<file path="src/hw/drs_pkg.sv">
/*
  drs_pkg: constants, field positions and carrier types for the transfer
  register and status block.
  assumes: AHB-Lite slave with 32-bit data, word offsets scaled by four.
*/
package drs_pkg;

  // ==========================================================
  // register indices and byte addresses
  localparam logic [2:0] IDX_STATUS = 3'h0;
  localparam logic [2:0] IDX_RD_PTR = 3'h1;
  localparam logic [2:0] IDX_WR_PTR = 3'h2;
  localparam logic [2:0] IDX_COUNT = 3'h3;
  localparam logic [2:0] IDX_RSVD_A = 3'h4;
  localparam logic [2:0] IDX_RSVD_B = 3'h5;
  localparam logic [2:0] IDX_CONTROL = 3'h6;
  localparam logic [2:0] IDX_RSVD_C = 3'h7;
  localparam int ADDR_LSB = 2;
  localparam int IDX_W = 3;

  // ==========================================================
  // status field positions
  localparam int ST_DONE = 0;
  localparam int ST_BUSY = 1;
  localparam int ST_RPEND = 2;
  localparam int ST_WPEND = 3;
  localparam int ST_CNTZ = 4;

  // ==========================================================
  // control field positions
  localparam int CT_START = 3;
  localparam int CT_IRQ_EN = 4;
  localparam int CT_RD_EOP_EN = 5;
  localparam int CT_WR_EOP_EN = 6;
  localparam int CT_END_ON_CNT = 7;
  localparam int CT_W = 13;

  // ==========================================================
  // reset values and constants
  localparam logic [31:0] ZERO_WORD = 32'h0000_0000;
  localparam logic [31:0] RSVD_READ = 32'h0000_0000;
  localparam logic [1:0] HTRANS_NONSEQ = 2'h2;
  localparam logic [1:0] HTRANS_SEQ = 2'h3;
  localparam logic [1:0] HRESP_OKAY = 2'h0;

  // ==========================================================
  // engine states
  typedef enum logic [1:0]
  {
    ST_IDLE = 2'b01,
    ST_RUN = 2'b10
  } drs_state_t;

  // ==========================================================
  // write beat, beat size and end-of-packet events from the data path
  typedef struct packed
  {
    logic wr_beat;
    logic [4:0] beat_bytes;
    logic rd_eop;
    logic wr_eop;
  } drs_evt_t;

  // latched ahb address phase
  typedef struct packed
  {
    logic valid;
    logic write;
    logic [2:0] idx;
  } drs_aphase_t;

endpackage

</file>
<file path="src/hw/drs_ahb_slave.sv">
/*
  drs_ahb_slave: captures the AHB-Lite address phase and gives one-cycle
  read/write strobes in the data phase; always zero wait states, OKAY.
  assumes: single master, hready of the bus equals our hreadyout.
*/
module drs_ahb_slave
(
  // clock and reset
  input wire logic clk,
  input wire logic nrst,
  input wire logic ce,
  // ahb address phase
  input wire logic hsel,
  input wire logic [31:0] haddr,
  input wire logic [1:0] htrans,
  input wire logic hwrite,
  input wire logic hready,
  // data phase strobes
  output logic wr_stb,
  output logic rd_stb,
  output logic [2:0] idx
);

  // ==========================================================
  // state
  typedef struct packed
  {
    drs_pkg::drs_aphase_t ap;
  } drs_slv_state_t;

  drs_slv_state_t s_reg;
  drs_slv_state_t s_next;

  always_comb
  begin
    s_next = s_reg;
    if (hready)
    begin
      s_next.ap.valid = hsel && (htrans == drs_pkg::HTRANS_NONSEQ ||
                                 htrans == drs_pkg::HTRANS_SEQ);
      s_next.ap.write = hwrite;
      s_next.ap.idx = haddr[drs_pkg::ADDR_LSB +: drs_pkg::IDX_W];
    end
  end

  always_ff @(posedge clk)
  begin
    if (!nrst)
      s_reg <= '0;
    else if (ce)
      s_reg <= s_next;
  end

  // zero wait states, so every data phase completes in one cycle
  assign wr_stb = ce && s_reg.ap.valid && s_reg.ap.write;
  assign rd_stb = ce && s_reg.ap.valid && !s_reg.ap.write;
  assign idx = s_reg.ap.idx;

endmodule

</file>
<file path="src/hw/drs_top.sv">
/*
  drs_top: register and status portion of a memory-to-memory transfer
  engine: pointers, byte count, status flags, control and interrupt.
  assumes: the read/write masters report beats and end-of-packet events
  as one-cycle pulses synchronous to CLK_SYS; AHB-Lite register access.
*/

// Function
// five usable 32-bit registers reachable by software.
// status at 0, read pointer 1, write pointer 2, count 3, control 6.
// writing zero to status clears done, read-end, write-end, count-zero.
// status readable anytime; reading changes no flag.
// bit 0 done sets on end-of-packet or full length; sticky.
// bit 1 busy is one exactly while a transfer runs; read-only. Busy stays one with RUN low after count hits zero without end-on-count.
// bit 2 set when read-side end-of-packet ended the transfer.
// bit 3 set when write-side end-of-packet ended the transfer.
// bit 4 set when byte count decrements to zero.
// software writes zeros to reserved status and control bits.
// software does not write reserved offsets 4, 5, 7.
// read start pointer holds first read location; width generated.
// write start pointer holds first written location; width generated.
// software programs count in bytes, aligned to transfer width.
// count decrements on each written value, not on reads.
// count saturates at zero.
// count width is a generation parameter.
// transfers run only with start bit set and count nonzero.
// end-on-count bit ends transfer at zero; else only end-of-packet.
// interrupt asserted while done and interrupt enable both one.
// status writes leave the busy flag untouched.
// pointers and count read back written values while idle.
module drs_top
#(
  parameter int RD_PTR_W = 32,
  parameter int WR_PTR_W = 32,
  parameter int COUNT_W = 32
)
(
  // clock, reset, enable
  input wire logic CLK_SYS,
  input wire logic NRST,
  input wire logic CE,
  // ahb-lite slave
  input wire logic HSEL,
  input wire logic [31:0] HADDR,
  input wire logic [1:0] HTRANS,
  input wire logic HWRITE,
  input wire logic [2:0] HSIZE,
  input wire logic HREADY,
  input wire logic [31:0] HWDATA,
  output logic [31:0] HRDATA,
  output logic HREADYOUT,
  output logic [1:0] HRESP,
  // data path events
  input wire logic WR_BEAT,
  input wire logic [4:0] BEAT_BYTES,
  input wire logic RD_EOP,
  input wire logic WR_EOP,
  // engine controls
  output logic RUN,
  output logic [RD_PTR_W-1:0] RD_START,
  output logic [WR_PTR_W-1:0] WR_START,
  output logic [drs_pkg::CT_W-1:0] CTRL,
  // interrupt
  output logic IRQ
);

  // ==========================================================
  // bus slave
  logic wr_stb;
  logic [2:0] idx;

  drs_ahb_slave u_slave
  (
    .clk(CLK_SYS),
    .nrst(NRST),
    .ce(CE),
    .hsel(HSEL),
    .haddr(HADDR),
    .htrans(HTRANS),
    .hwrite(HWRITE),
    .hready(HREADY),
    .wr_stb(wr_stb),
    .rd_stb(),
    .idx(idx)
  );

  // ==========================================================
  // state
  typedef struct packed
  {
    drs_pkg::drs_state_t fsm;
    logic done;
    logic rd_pend;
    logic wr_pend;
    logic cnt_zero;
    logic [RD_PTR_W-1:0] rd_ptr;
    logic [WR_PTR_W-1:0] wr_ptr;
    logic [COUNT_W-1:0] count;
    logic [drs_pkg::CT_W-1:0] ctrl;
    logic [31:0] rdata;
  } drs_top_state_t;

  drs_top_state_t s_reg;
  drs_top_state_t s_next;
  drs_pkg::drs_evt_t evt;

  assign evt.wr_beat = WR_BEAT;
  assign evt.beat_bytes = BEAT_BYTES;
  assign evt.rd_eop = RD_EOP;
  assign evt.wr_eop = WR_EOP;

  // ==========================================================
  // helpers
  function automatic logic is_idx(input logic [2:0] a,
                                  input logic [2:0] b);
    is_idx = (a == b);
  endfunction

  function automatic logic [31:0] zext_rd(input logic [RD_PTR_W-1:0] v);
    logic [31:0] w;
    w = drs_pkg::ZERO_WORD;
    w[RD_PTR_W-1:0] = v;
    zext_rd = w;
  endfunction

  function automatic logic [31:0] zext_wr(input logic [WR_PTR_W-1:0] v);
    logic [31:0] w;
    w = drs_pkg::ZERO_WORD;
    w[WR_PTR_W-1:0] = v;
    zext_wr = w;
  endfunction

  function automatic logic [31:0] zext_cnt(input logic [COUNT_W-1:0] v);
    logic [31:0] w;
    w = drs_pkg::ZERO_WORD;
    w[COUNT_W-1:0] = v;
    zext_cnt = w;
  endfunction

  // offset decode of one register word out of a state image
  function automatic logic [31:0] reg_word(input logic [2:0] a,
                                           input drs_top_state_t s);
    logic [31:0] w;
    w = drs_pkg::ZERO_WORD;
    case (a)
      // reading status has no side effect
      drs_pkg::IDX_STATUS:
      begin
        w[drs_pkg::ST_DONE] = s.done;
        w[drs_pkg::ST_BUSY] = (s.fsm == drs_pkg::ST_RUN);
        w[drs_pkg::ST_RPEND] = s.rd_pend;
        w[drs_pkg::ST_WPEND] = s.wr_pend;
        w[drs_pkg::ST_CNTZ] = s.cnt_zero;
      end
      // pointers and count read back as held
      drs_pkg::IDX_RD_PTR: w = zext_rd(s.rd_ptr);
      drs_pkg::IDX_WR_PTR: w = zext_wr(s.wr_ptr);
      drs_pkg::IDX_COUNT: w = zext_cnt(s.count);
      drs_pkg::IDX_CONTROL: w[drs_pkg::CT_W-1:0] = s.ctrl;
      default: w = drs_pkg::RSVD_READ;
    endcase
    reg_word = w;
  endfunction

  logic busy;
  logic rd_take;
  logic [COUNT_W-1:0] beat_w;
  logic [COUNT_W-1:0] cnt_dec;
  logic reach_zero;
  logic do_run;

  // busy follows the run state
  assign busy = (s_reg.fsm == drs_pkg::ST_RUN);

  // read address phase accepted at this edge
  assign rd_take = HSEL && HREADY && !HWRITE &&
                   (HTRANS == drs_pkg::HTRANS_NONSEQ ||
                    HTRANS == drs_pkg::HTRANS_SEQ);

  // only with start set and count nonzero
  assign do_run = busy && s_reg.ctrl[drs_pkg::CT_START] &&
                  (s_reg.count != '0);

  // decrement only on write beats
  assign beat_w = COUNT_W'(evt.beat_bytes);
  // saturate at zero
  assign cnt_dec = (s_reg.count > beat_w) ? s_reg.count - beat_w : '0;
  assign reach_zero = do_run && evt.wr_beat && (cnt_dec == '0);

  // ==========================================================
  // next state
  always_comb
  begin
    logic rd_end;
    logic wr_end;
    logic len_end;
    logic clr;
    rd_end = 1'b0;
    wr_end = 1'b0;
    len_end = 1'b0;
    clr = 1'b0;
    s_next = s_reg;
    s_next.rdata = drs_pkg::ZERO_WORD;

    // register writes
    if (wr_stb)
    begin
      case (idx)
        drs_pkg::IDX_STATUS:
        begin
          // zero write clears the sticky flags; R21: busy untouched
          clr = (HWDATA == drs_pkg::ZERO_WORD);
        end
        // read start pointer
        drs_pkg::IDX_RD_PTR: s_next.rd_ptr = HWDATA[RD_PTR_W-1:0];
        // write start pointer
        drs_pkg::IDX_WR_PTR: s_next.wr_ptr = HWDATA[WR_PTR_W-1:0];
        // count held at generated width
        drs_pkg::IDX_COUNT: s_next.count = HWDATA[COUNT_W-1:0];
        drs_pkg::IDX_CONTROL: s_next.ctrl = HWDATA[drs_pkg::CT_W-1:0];
        // reserved offsets: write ignored
        default: s_next.ctrl = s_reg.ctrl;
      endcase
    end
    if (clr)
    begin
      s_next.done = 1'b0;
      s_next.rd_pend = 1'b0;
      s_next.wr_pend = 1'b0;
      s_next.cnt_zero = 1'b0;
    end

    // count decrements; a same-cycle software write to count wins
    if (do_run && evt.wr_beat &&
        !(wr_stb && is_idx(idx, drs_pkg::IDX_COUNT)))
      s_next.count = cnt_dec;

    // count-zero sets, winning over a clear
    if (reach_zero)
      s_next.cnt_zero = 1'b1;

    if (do_run)
    begin
      rd_end = evt.rd_eop && s_reg.ctrl[drs_pkg::CT_RD_EOP_EN];
      wr_end = evt.wr_eop && s_reg.ctrl[drs_pkg::CT_WR_EOP_EN];
      // count reaching zero ends only with end-on-count set
      len_end = reach_zero && s_reg.ctrl[drs_pkg::CT_END_ON_CNT];
    end

    // read-side end-of-packet cause
    if (rd_end)
      s_next.rd_pend = 1'b1;
    // write-side end-of-packet cause
    if (wr_end)
      s_next.wr_pend = 1'b1;
    // done sets on packet end or full length; set beats clear
    if (rd_end || wr_end || len_end)
      s_next.done = 1'b1;

    // transfer sequencing
    case (s_reg.fsm)
      drs_pkg::ST_IDLE:
      begin
        // start bit with nonzero count and done clear launches a transfer
        if (s_reg.ctrl[drs_pkg::CT_START] && s_reg.count != '0 &&
            !s_reg.done)
          s_next.fsm = drs_pkg::ST_RUN;
      end
      drs_pkg::ST_RUN:
      begin
        // start cleared halts; otherwise end events finish the run
        if (!s_reg.ctrl[drs_pkg::CT_START] || rd_end || wr_end || len_end)
          s_next.fsm = drs_pkg::ST_IDLE;
      end
      default: s_next.fsm = drs_pkg::ST_IDLE;
    endcase

    // read data for the coming data phase, from the state it will show,
    // so a write or an event landing at the address edge is already seen
    if (rd_take)
      s_next.rdata = reg_word(HADDR[drs_pkg::ADDR_LSB +: drs_pkg::IDX_W],
                              s_next);
  end

  // ==========================================================
  // registers
  // register file with five usable words
  always_ff @(posedge CLK_SYS)
  begin
    if (!NRST)
    begin
      s_reg <= '0;
      s_reg.fsm <= drs_pkg::ST_IDLE;
    end
    else if (CE)
      s_reg <= s_next;
  end

  // ==========================================================
  // outputs
  // read data is loaded at the address edge and is zero outside a read
  // data phase, so the bus sees a flop and no decode path
  assign HRDATA = s_reg.rdata;
  assign HREADYOUT = 1'b1;
  assign HRESP = drs_pkg::HRESP_OKAY;
  assign RUN = do_run;
  assign RD_START = s_reg.rd_ptr;
  assign WR_START = s_reg.wr_ptr;
  assign CTRL = s_reg.ctrl;

  // interrupt from done gated by enable
  assign IRQ = s_reg.done && s_reg.ctrl[drs_pkg::CT_IRQ_EN];

endmodule

</file>
<file path="config.mk">
export PLATFORM = sky130hd
export DESIGN_NAME = drs_top
export DESIGN_NICKNAME = d
export VERILOG_FILES = /design/src/hw/drs_pkg.sv /design/src/hw/drs_ahb_slave.sv /design/src/hw/drs_top.sv
export SDC_FILE = /design/constraint.sdc
export NUM_CORES = 1
export LEC_CHECK = 0
export ABC_AREA = 1
export BUFFER_PORTS_ARGS = -buffer_cell sky130_fd_sc_hd__buf_2
export CAP_MARGIN = 20
export CORE_MARGIN = 1
export CORE_UTILIZATION = 25
export CTS_CLUSTER_DIAMETER = 40
export DETAILED_ROUTE_END_ITERATION = 10
export GPL_TIMING_DRIVEN = 0
export PLACE_DENSITY = 0.53
export SLEW_MARGIN = 0
export SYNTH_ARGS = -nofsm -noshare
export SYNTH_HDL_FRONTEND = slang
export SYNTH_SLANG_ARGS = --single-unit
</file>
<file path="constraint.sdc">
create_clock -name CLK_SYS -period 3.1 [get_ports CLK_SYS]
set_input_delay 0.62 -clock CLK_SYS [delete_from_list [all_inputs] [get_ports CLK_SYS]]
set_output_delay 0.62 -clock CLK_SYS [all_outputs]
set_load 0.005 [all_outputs]
</file>
==> flow_summary.toml, run 1 <==
[run_status]
status = "completed"

[sta]
slew_violations = 0
rsz0062_at_grt = "true"
hold-worst-slack_ps = 465.1
hold_violations = 0
fin_ws_ps = 18.07
fin_crit_sh = 0.9942
fmax_mhz = 324.5
fin_crit_ps = 3082
finalSetupViolCount = 0
relSlewSlack = 0.2876
max_slew.worst_pin.slew_ps = 1059
finClkSkew_ps = 10.61

[cells_and_area]
antenna_cells = 0
nNetsFinal = 1668
final_cells = 2056
area_delta_synth_final_pct = 24.63
final_area_um2 = 11680
fillCellCount = 4096
multi_input_area_um2 = 4787
register_area_um2 = 3045
drive_gt1_frac = 0.2626
largest_register_ffs = 38

[die]
io_pins = 197
die_area_um2 = 38260
rows = 70
start_util = 0.2548
coreArea_um2 = 36790
die_h_um = 195.6
die_x_um = 195.6

[critical_path]
crit_type = "register to register"
critPathArrivalTime_ps = 3400
path_buf_inv = 1
cp_max_fo = 7
path_cells = "ha_2 -> nand2_1 -> inv_2 -> nand2_1 -> nand2_1 -> nor2_4 -> nand3_1 -> nand3_2 -> nand2_1 -> nor2_1 -> nand2_1 -> nor2_2 -> nand4_4 -> nand3b_1 -> nand2_1 -> nand2_2 -> o21bai_4 -> nand2_2 -> a21oi_2"
start_kind = "register"
max_stage_delay_ps = 430
cp_common_cell = "nand2_1"
crit_slowest_cell = "dfxtp_1"
end_kind = "register"
cp_top_family = "simple AND/OR/NAND/NOR gates"
cp_data_required_time_ps = 3420

[global_routing]
grt_pass1_vias = 9503
track_usage = 0.2013
grt_max_degree = 17
grt_pass1_wl_um = 57720
grt_overflow_total = 0
antenna_found_initial = 1

[drt]
first_iter_violations = 985
wl_um = 39280
routedWlPerCell_um = 19.10
num_vias = 10120
viasPerCell = 4.924
drc_errors = 0
drtAntennaViolNets = 0
drt_pass1_iterations = 5

[cts]
clk_pin_slew_ps = 60
insertion_delay_ps = 430
cts_root_buf = "clkbuf_16"
h-tree-depth = 4
cts_buffers = 17
cts_tree = "built"
clockBufferDepth = 2
clock_sinks = 152

[synthesis]
yosys_warnings = 0
netlist.top_cell.by_area = "dfxtp_1"
avgSynthCellArea_um2 = 6.786
netlist.area_leader.share = 0.3247
synth_seq_area_share = 0.3247
netlist_instances = 1381
netlist_top_cells_area = "dfxtp_1 (32%), nand2_1 (9.4%), buf_4 (9.2%)"
synthDistinctLibCells = 48
ys_ff_latch = 152
syn-cell-area_um2 = 9371

[place]
dp_hpwl_um = 31020
dp.cells = 2009
port_buffers = 159
dpl_worst_slack_ps = -619.7
gp_congestion = 0.9374
dpl_cell_area_um2 = 10760

[pwr]
power_mw = 4.821
p_per_area_nw_per_um2 = 412.7
p_leak_nw = 5.822
peakVddDrop_v = 0.0003874

[run]
maxCapViolCount = 0

[min_path]
hp-class = "primary input to register"
-- timing repair --
action,CTS,global route
gates cloned,3,0
buffers inserted,9,5
hold buffers,0,0
resized for setup,29,21
pin swaps,8,13
setup endpoints to repair,10,7
endpoints found under the hold margin,0,0
-- worst reg2reg max path, stage by stage (launching register included) --
cell      delay [ps]
dfxtp_1          430
ha_2             360
nand2_1          100
inv_2             50
nand2_1          130
nand2_1          140
nor2_4           310
nand3_1          150
nand3_2          130
nand2_1           70
nor2_1           150
nand2_1          130
nor2_2           200
nand4_4          120
nand3b_1         120
nand2_1           70
nand2_2          110
o21bai_4          90
nand2_2           70
a21oi_2           50
-- final timing paths --
check                           from                            end  slack [ps]  cells after the start
max           s_reg[49]$_SDFFE_PN0P_         HRDATA[1]$_SDFFE_PN0P_          20                     19
min                           HWRITE  u_slave.s_reg[3]$_SDFFE_PN0P_         470                      3
min reg2reg  HRDATA[13]$_SDFFE_PN0P_        HRDATA[13]$_SDFFE_PN0P_         470                      2
max reg2reg   s_reg[49]$_SDFFE_PN0P_         HRDATA[1]$_SDFFE_PN0P_          20                     19
-- routing by layer --
layer  wire length (um)  global-route usage  vias up
met1              17930              0.2761     4855
li1                   -                   -     4784
met4                837             0.05599        2
met5                  8                   0        -
met3               2570             0.03143       53
met2              17940              0.3246      430
-- final cells by class --
cell class                 count  share of cell area
buffer                       178              0.1017
clock buffer                  22             0.03889
clock inverter                 8            0.006535
inverter                     145             0.04660
multi-input combinational    907              0.4099
sequential                   152              0.2607
tap                          468             0.05013
timing repair buffer         176             0.08559
-- through the flow --
step	util	TNS [ps]
2_1_floorplan	-	0
3_3_place_gp	0.2924	-5576
3_5_place_dp	0.2924	-6515
4_1_cts	0.3144	0
5_1_grt	0.3175	-143.4
6_report	0.3175	0
-- Yosys cell counts, drive strengths merged --
| cell type | count |
|---|---|
| conb | 2 |
| a31oi | 2 |
| nand4 | 13 |
| nor4 | 3 |
| ha | 7 |
| o21ai | 104 |
| nand3 | 72 |
| a21o | 1 |
| nor3 | 7 |
| a21oi | 123 |
| inv | 144 |
| and2 | 1 |
| o211ai | 26 |
| nand2 | 244 |
| o31ai | 3 |
| fa | 1 |
| nor2 | 217 |
| o22ai | 14 |
| mux2i | 36 |
| a211o | 1 |
| dfxtp | 152 |
| clkinv | 1 |
| dlygate4sd3 | 1 |
| o221ai | 16 |
| nand3b | 1 |
| or2 | 7 |
| a211oi | 2 |
| xor2 | 2 |
| clkbuf | 47 |
| o21bai | 1 |
| buf | 130 |
-- cells by family (layout without fill, tap and decap cells) --
kind of cell | after synthesis | in the layout | share of synthesized area
flops | 152 | 152 | 0.3247
simple gates | 565 | 565 | 0.2613
fa+ha+maj | 8 | 8 | 0.01148
xor+xnor | 2 | 2 | 0.001870
mux | 36 | 36 | 0.03845
compound gates | 293 | 293 | 0.1780
other cells | 2 | 3 | 0.0008014
buf+inv | 323 | 529 | 0.1834
-- cell usage in the layout (no fill, tap or decap), types with 3 or more instances in the layout --
master	count
nand2_1	229
nor2_1	199
buf_2	163
dfxtp_1	150
inv_1	135
buf_4	127
a21oi_1	121
o21ai_0	73
nand3_1	52
clkbuf_1	50
mux2i_1	36
o21ai_1	27
o211ai_1	22
nand3_2	17
clkbuf_16	17
o221ai_1	16
o22ai_1	14
nor2_2	12
nand4_1	11
nand2_2	10
inv_2	9
nor2_4	6
or2_2	6
buf_1	5
nor3_1	5
ha_1	5
nand2_4	4
buf_6	4
o211ai_2	4
o21ai_2	4
nand3_4	3
buf_12	3
nor4_1	3
o31ai_1	3
conb_1	3
clkinvlp_4	3
clkinv_2	3
buf_16	3
-- report_power, final --
group,internal (mW),total (mW),switching (mW)
sequential,1.99,2.03,0.0447
clock,1.11,1.98,0.870
combinational,0.244,0.803,0.559
total,3.35,4.82,1.47
Power figures use the tool's default switching activity.
==> run 2, diff against run 1 <==
--- a/config.mk
+++ b/config.mk
@@ -8,6 +8,7 @@
 export ABC_AREA = 1
 export BUFFER_PORTS_ARGS = -buffer_cell sky130_fd_sc_hd__buf_2
 export CAP_MARGIN = 20
+export CORE_ASPECT_RATIO = 1.25
 export CORE_MARGIN = 1
 export CORE_UTILIZATION = 25
 export CTS_CLUSTER_DIAMETER = 40
==> run 2 against run 1 <==
Combinational power increased by 1%. Register-to-register slack gained 80 ps. Clock-buffer cell count down 2. Sequential power is essentially flat. Largest power group is now the clock network. Via count decreased by 1.8%. Global-route usage grew 0.20 points.
==> flow_summary.toml, run 2 (synthesis results as in run 1) <==
[global_routing]
grt_max_degree = 17
track_usage = 0.2032
grt_overflow_total = 0
antenna_found_initial = 1
grt_pass1_vias = 9569
grt_pass1_wl_um = 57640

[run_status]
status = "completed"

[place]
dp.cells = 2021
dpl_cell_area_um2 = 10770
gp_congestion = 0.9363
port_buffers = 159
dp_hpwl_um = 31050

[min_path]
hold_start = "HWRITE"
hp-class = "primary input to register"

[drt]
drc_errors = 0
viasPerCell = 4.800
first_iter_violations = 817
num_vias = 9937
routedWlPerCell_um = 18.90
drtAntennaViolNets = 0
wl_um = 39130
drt_pass1_iterations = 6

[die]
io_pins = 197
rows = 78
die_area_um2 = 38270
start_util = 0.2561
coreArea_um2 = 36600
die_x_um = 175.2
die_h_um = 218.5

[pwr]
p_leak_nw = 5.862
p_per_area_nw_per_um2 = 424.8
peakVddDrop_v = 0.0004064

[sta]
slew_violations = 0
hold_violations = 0
hold-worst-slack_ps = 452.4
finalSetupViolCount = 0
finClkSkew_ps = 12.98
max_slew.worst_pin.slew_ps = 1087
fin_crit_sh = 0.9670
relSlewSlack = 0.2754
fin_crit_ps = 2998
fmax_mhz = 333.6

[cells_and_area]
drive_gt1_frac = 0.2698
mostFrequentLayoutCells = "nand2_1 (222), nor2_1 (198), buf_2 (163)"
area_delta_synth_final_pct = 25.53
nNetsFinal = 1668
final_cells = 2070
register_area_um2 = 3047
multi_input_area_um2 = 4797
antenna_cells = 0
largest_register_ffs = 38
layout_commonest_cell = "nand2_1"
final_area_um2 = 11760
fillCellCount = 4036

[cts]
clk_pin_slew_ps = 70
clockBufferDepth = 2
hold_buffers = 0
clock_sinks = 152
cts_buffers = 17
cts_root_buf = "clkbuf_16"
cts_tree = "built"
h-tree-depth = 4
insertion_delay_ps = 440

[critical_path]
end_kind = "register"
crit_type = "register to register"
timing.rr.start = "u_slave.idx[0]$_SDFFE_PN0P_"
critPathArrivalTime_ps = 3300
critical_path.startpoint = "u_slave.idx[0]$_SDFFE_PN0P_"
worst-r2r-setup-slack_ps = 100
cp_data_required_time_ps = 3400
cp_max_fo = 10
start_kind = "register"

[run]
maxCapViolCount = 0
-- run 2: what timing repair did --
action / 4_1_cts / 5_1_grt
pin swaps: 4 / 15
gates resized for setup: 22 / 31
setup buffers: 6 / 8
endpoints found under the setup margin: 7 / 11
gates cloned: 1 / 2
-- run 2: per-stage QoR --
stage          total power, mW  TNS, ps  worst slack [ps]  utilization
2_1_floorplan            2.525        0             264.4            -
3_3_place_gp             2.804    -6072            -652.1       0.2943
3_5_place_dp             2.807    -6471            -633.7       0.2943
4_1_cts                  4.966        0             2.975       0.3150
5_1_grt                  5.183   -27.06            -27.06       0.3214
6_report                 4.998        0             102.5       0.3214
-- run 2: worst paths after layout --
check                                                endpoint  depth (start not counted)
worst max-delay path                  HRDATA[18]$_SDFFE_PN0P_                          9
worst min-delay path            u_slave.s_reg[3]$_SDFFE_PN0P_                          3
worst max register to register        HRDATA[18]$_SDFFE_PN0P_                          9
worst min register to register         HRDATA[1]$_SDFFE_PN0P_                          2
-- run 2: final cells by class --
type,instances,area share
multi-input cells,907,0.4078
clock inverters,12,0.01191
repair buffers,176,0.08466
clock buffers,20,0.03797
flip-flops and latches,152,0.2590
inverters,145,0.04627
plain buffers,178,0.1014
well taps,480,0.05105
-- run 2: metal layers --
metal,wire (um),GRT usage,vias up
met5,13,0,-
met4,1755,0.1032,2
met1,16350,0.2422,4712
met2,19040,0.3508,355
met3,1969,0.03271,85
li1,-,-,4783
-- run 2: critical path, cell delays in order (launching register included) --
cell      delay, ps
dfxtp_1         430
nand3_1         100
nor2_1          610
buf_2           390
clkbuf_1        490
o211ai_1        140
o21ai_1         190
nor3_1          140
o21ai_1         270
a21oi_1         110
-- run 2: where the power goes --
group          internal (mW)  switching (mW)
logic                  0.249           0.563
clock network           1.22           0.934
registers               1.99          0.0439
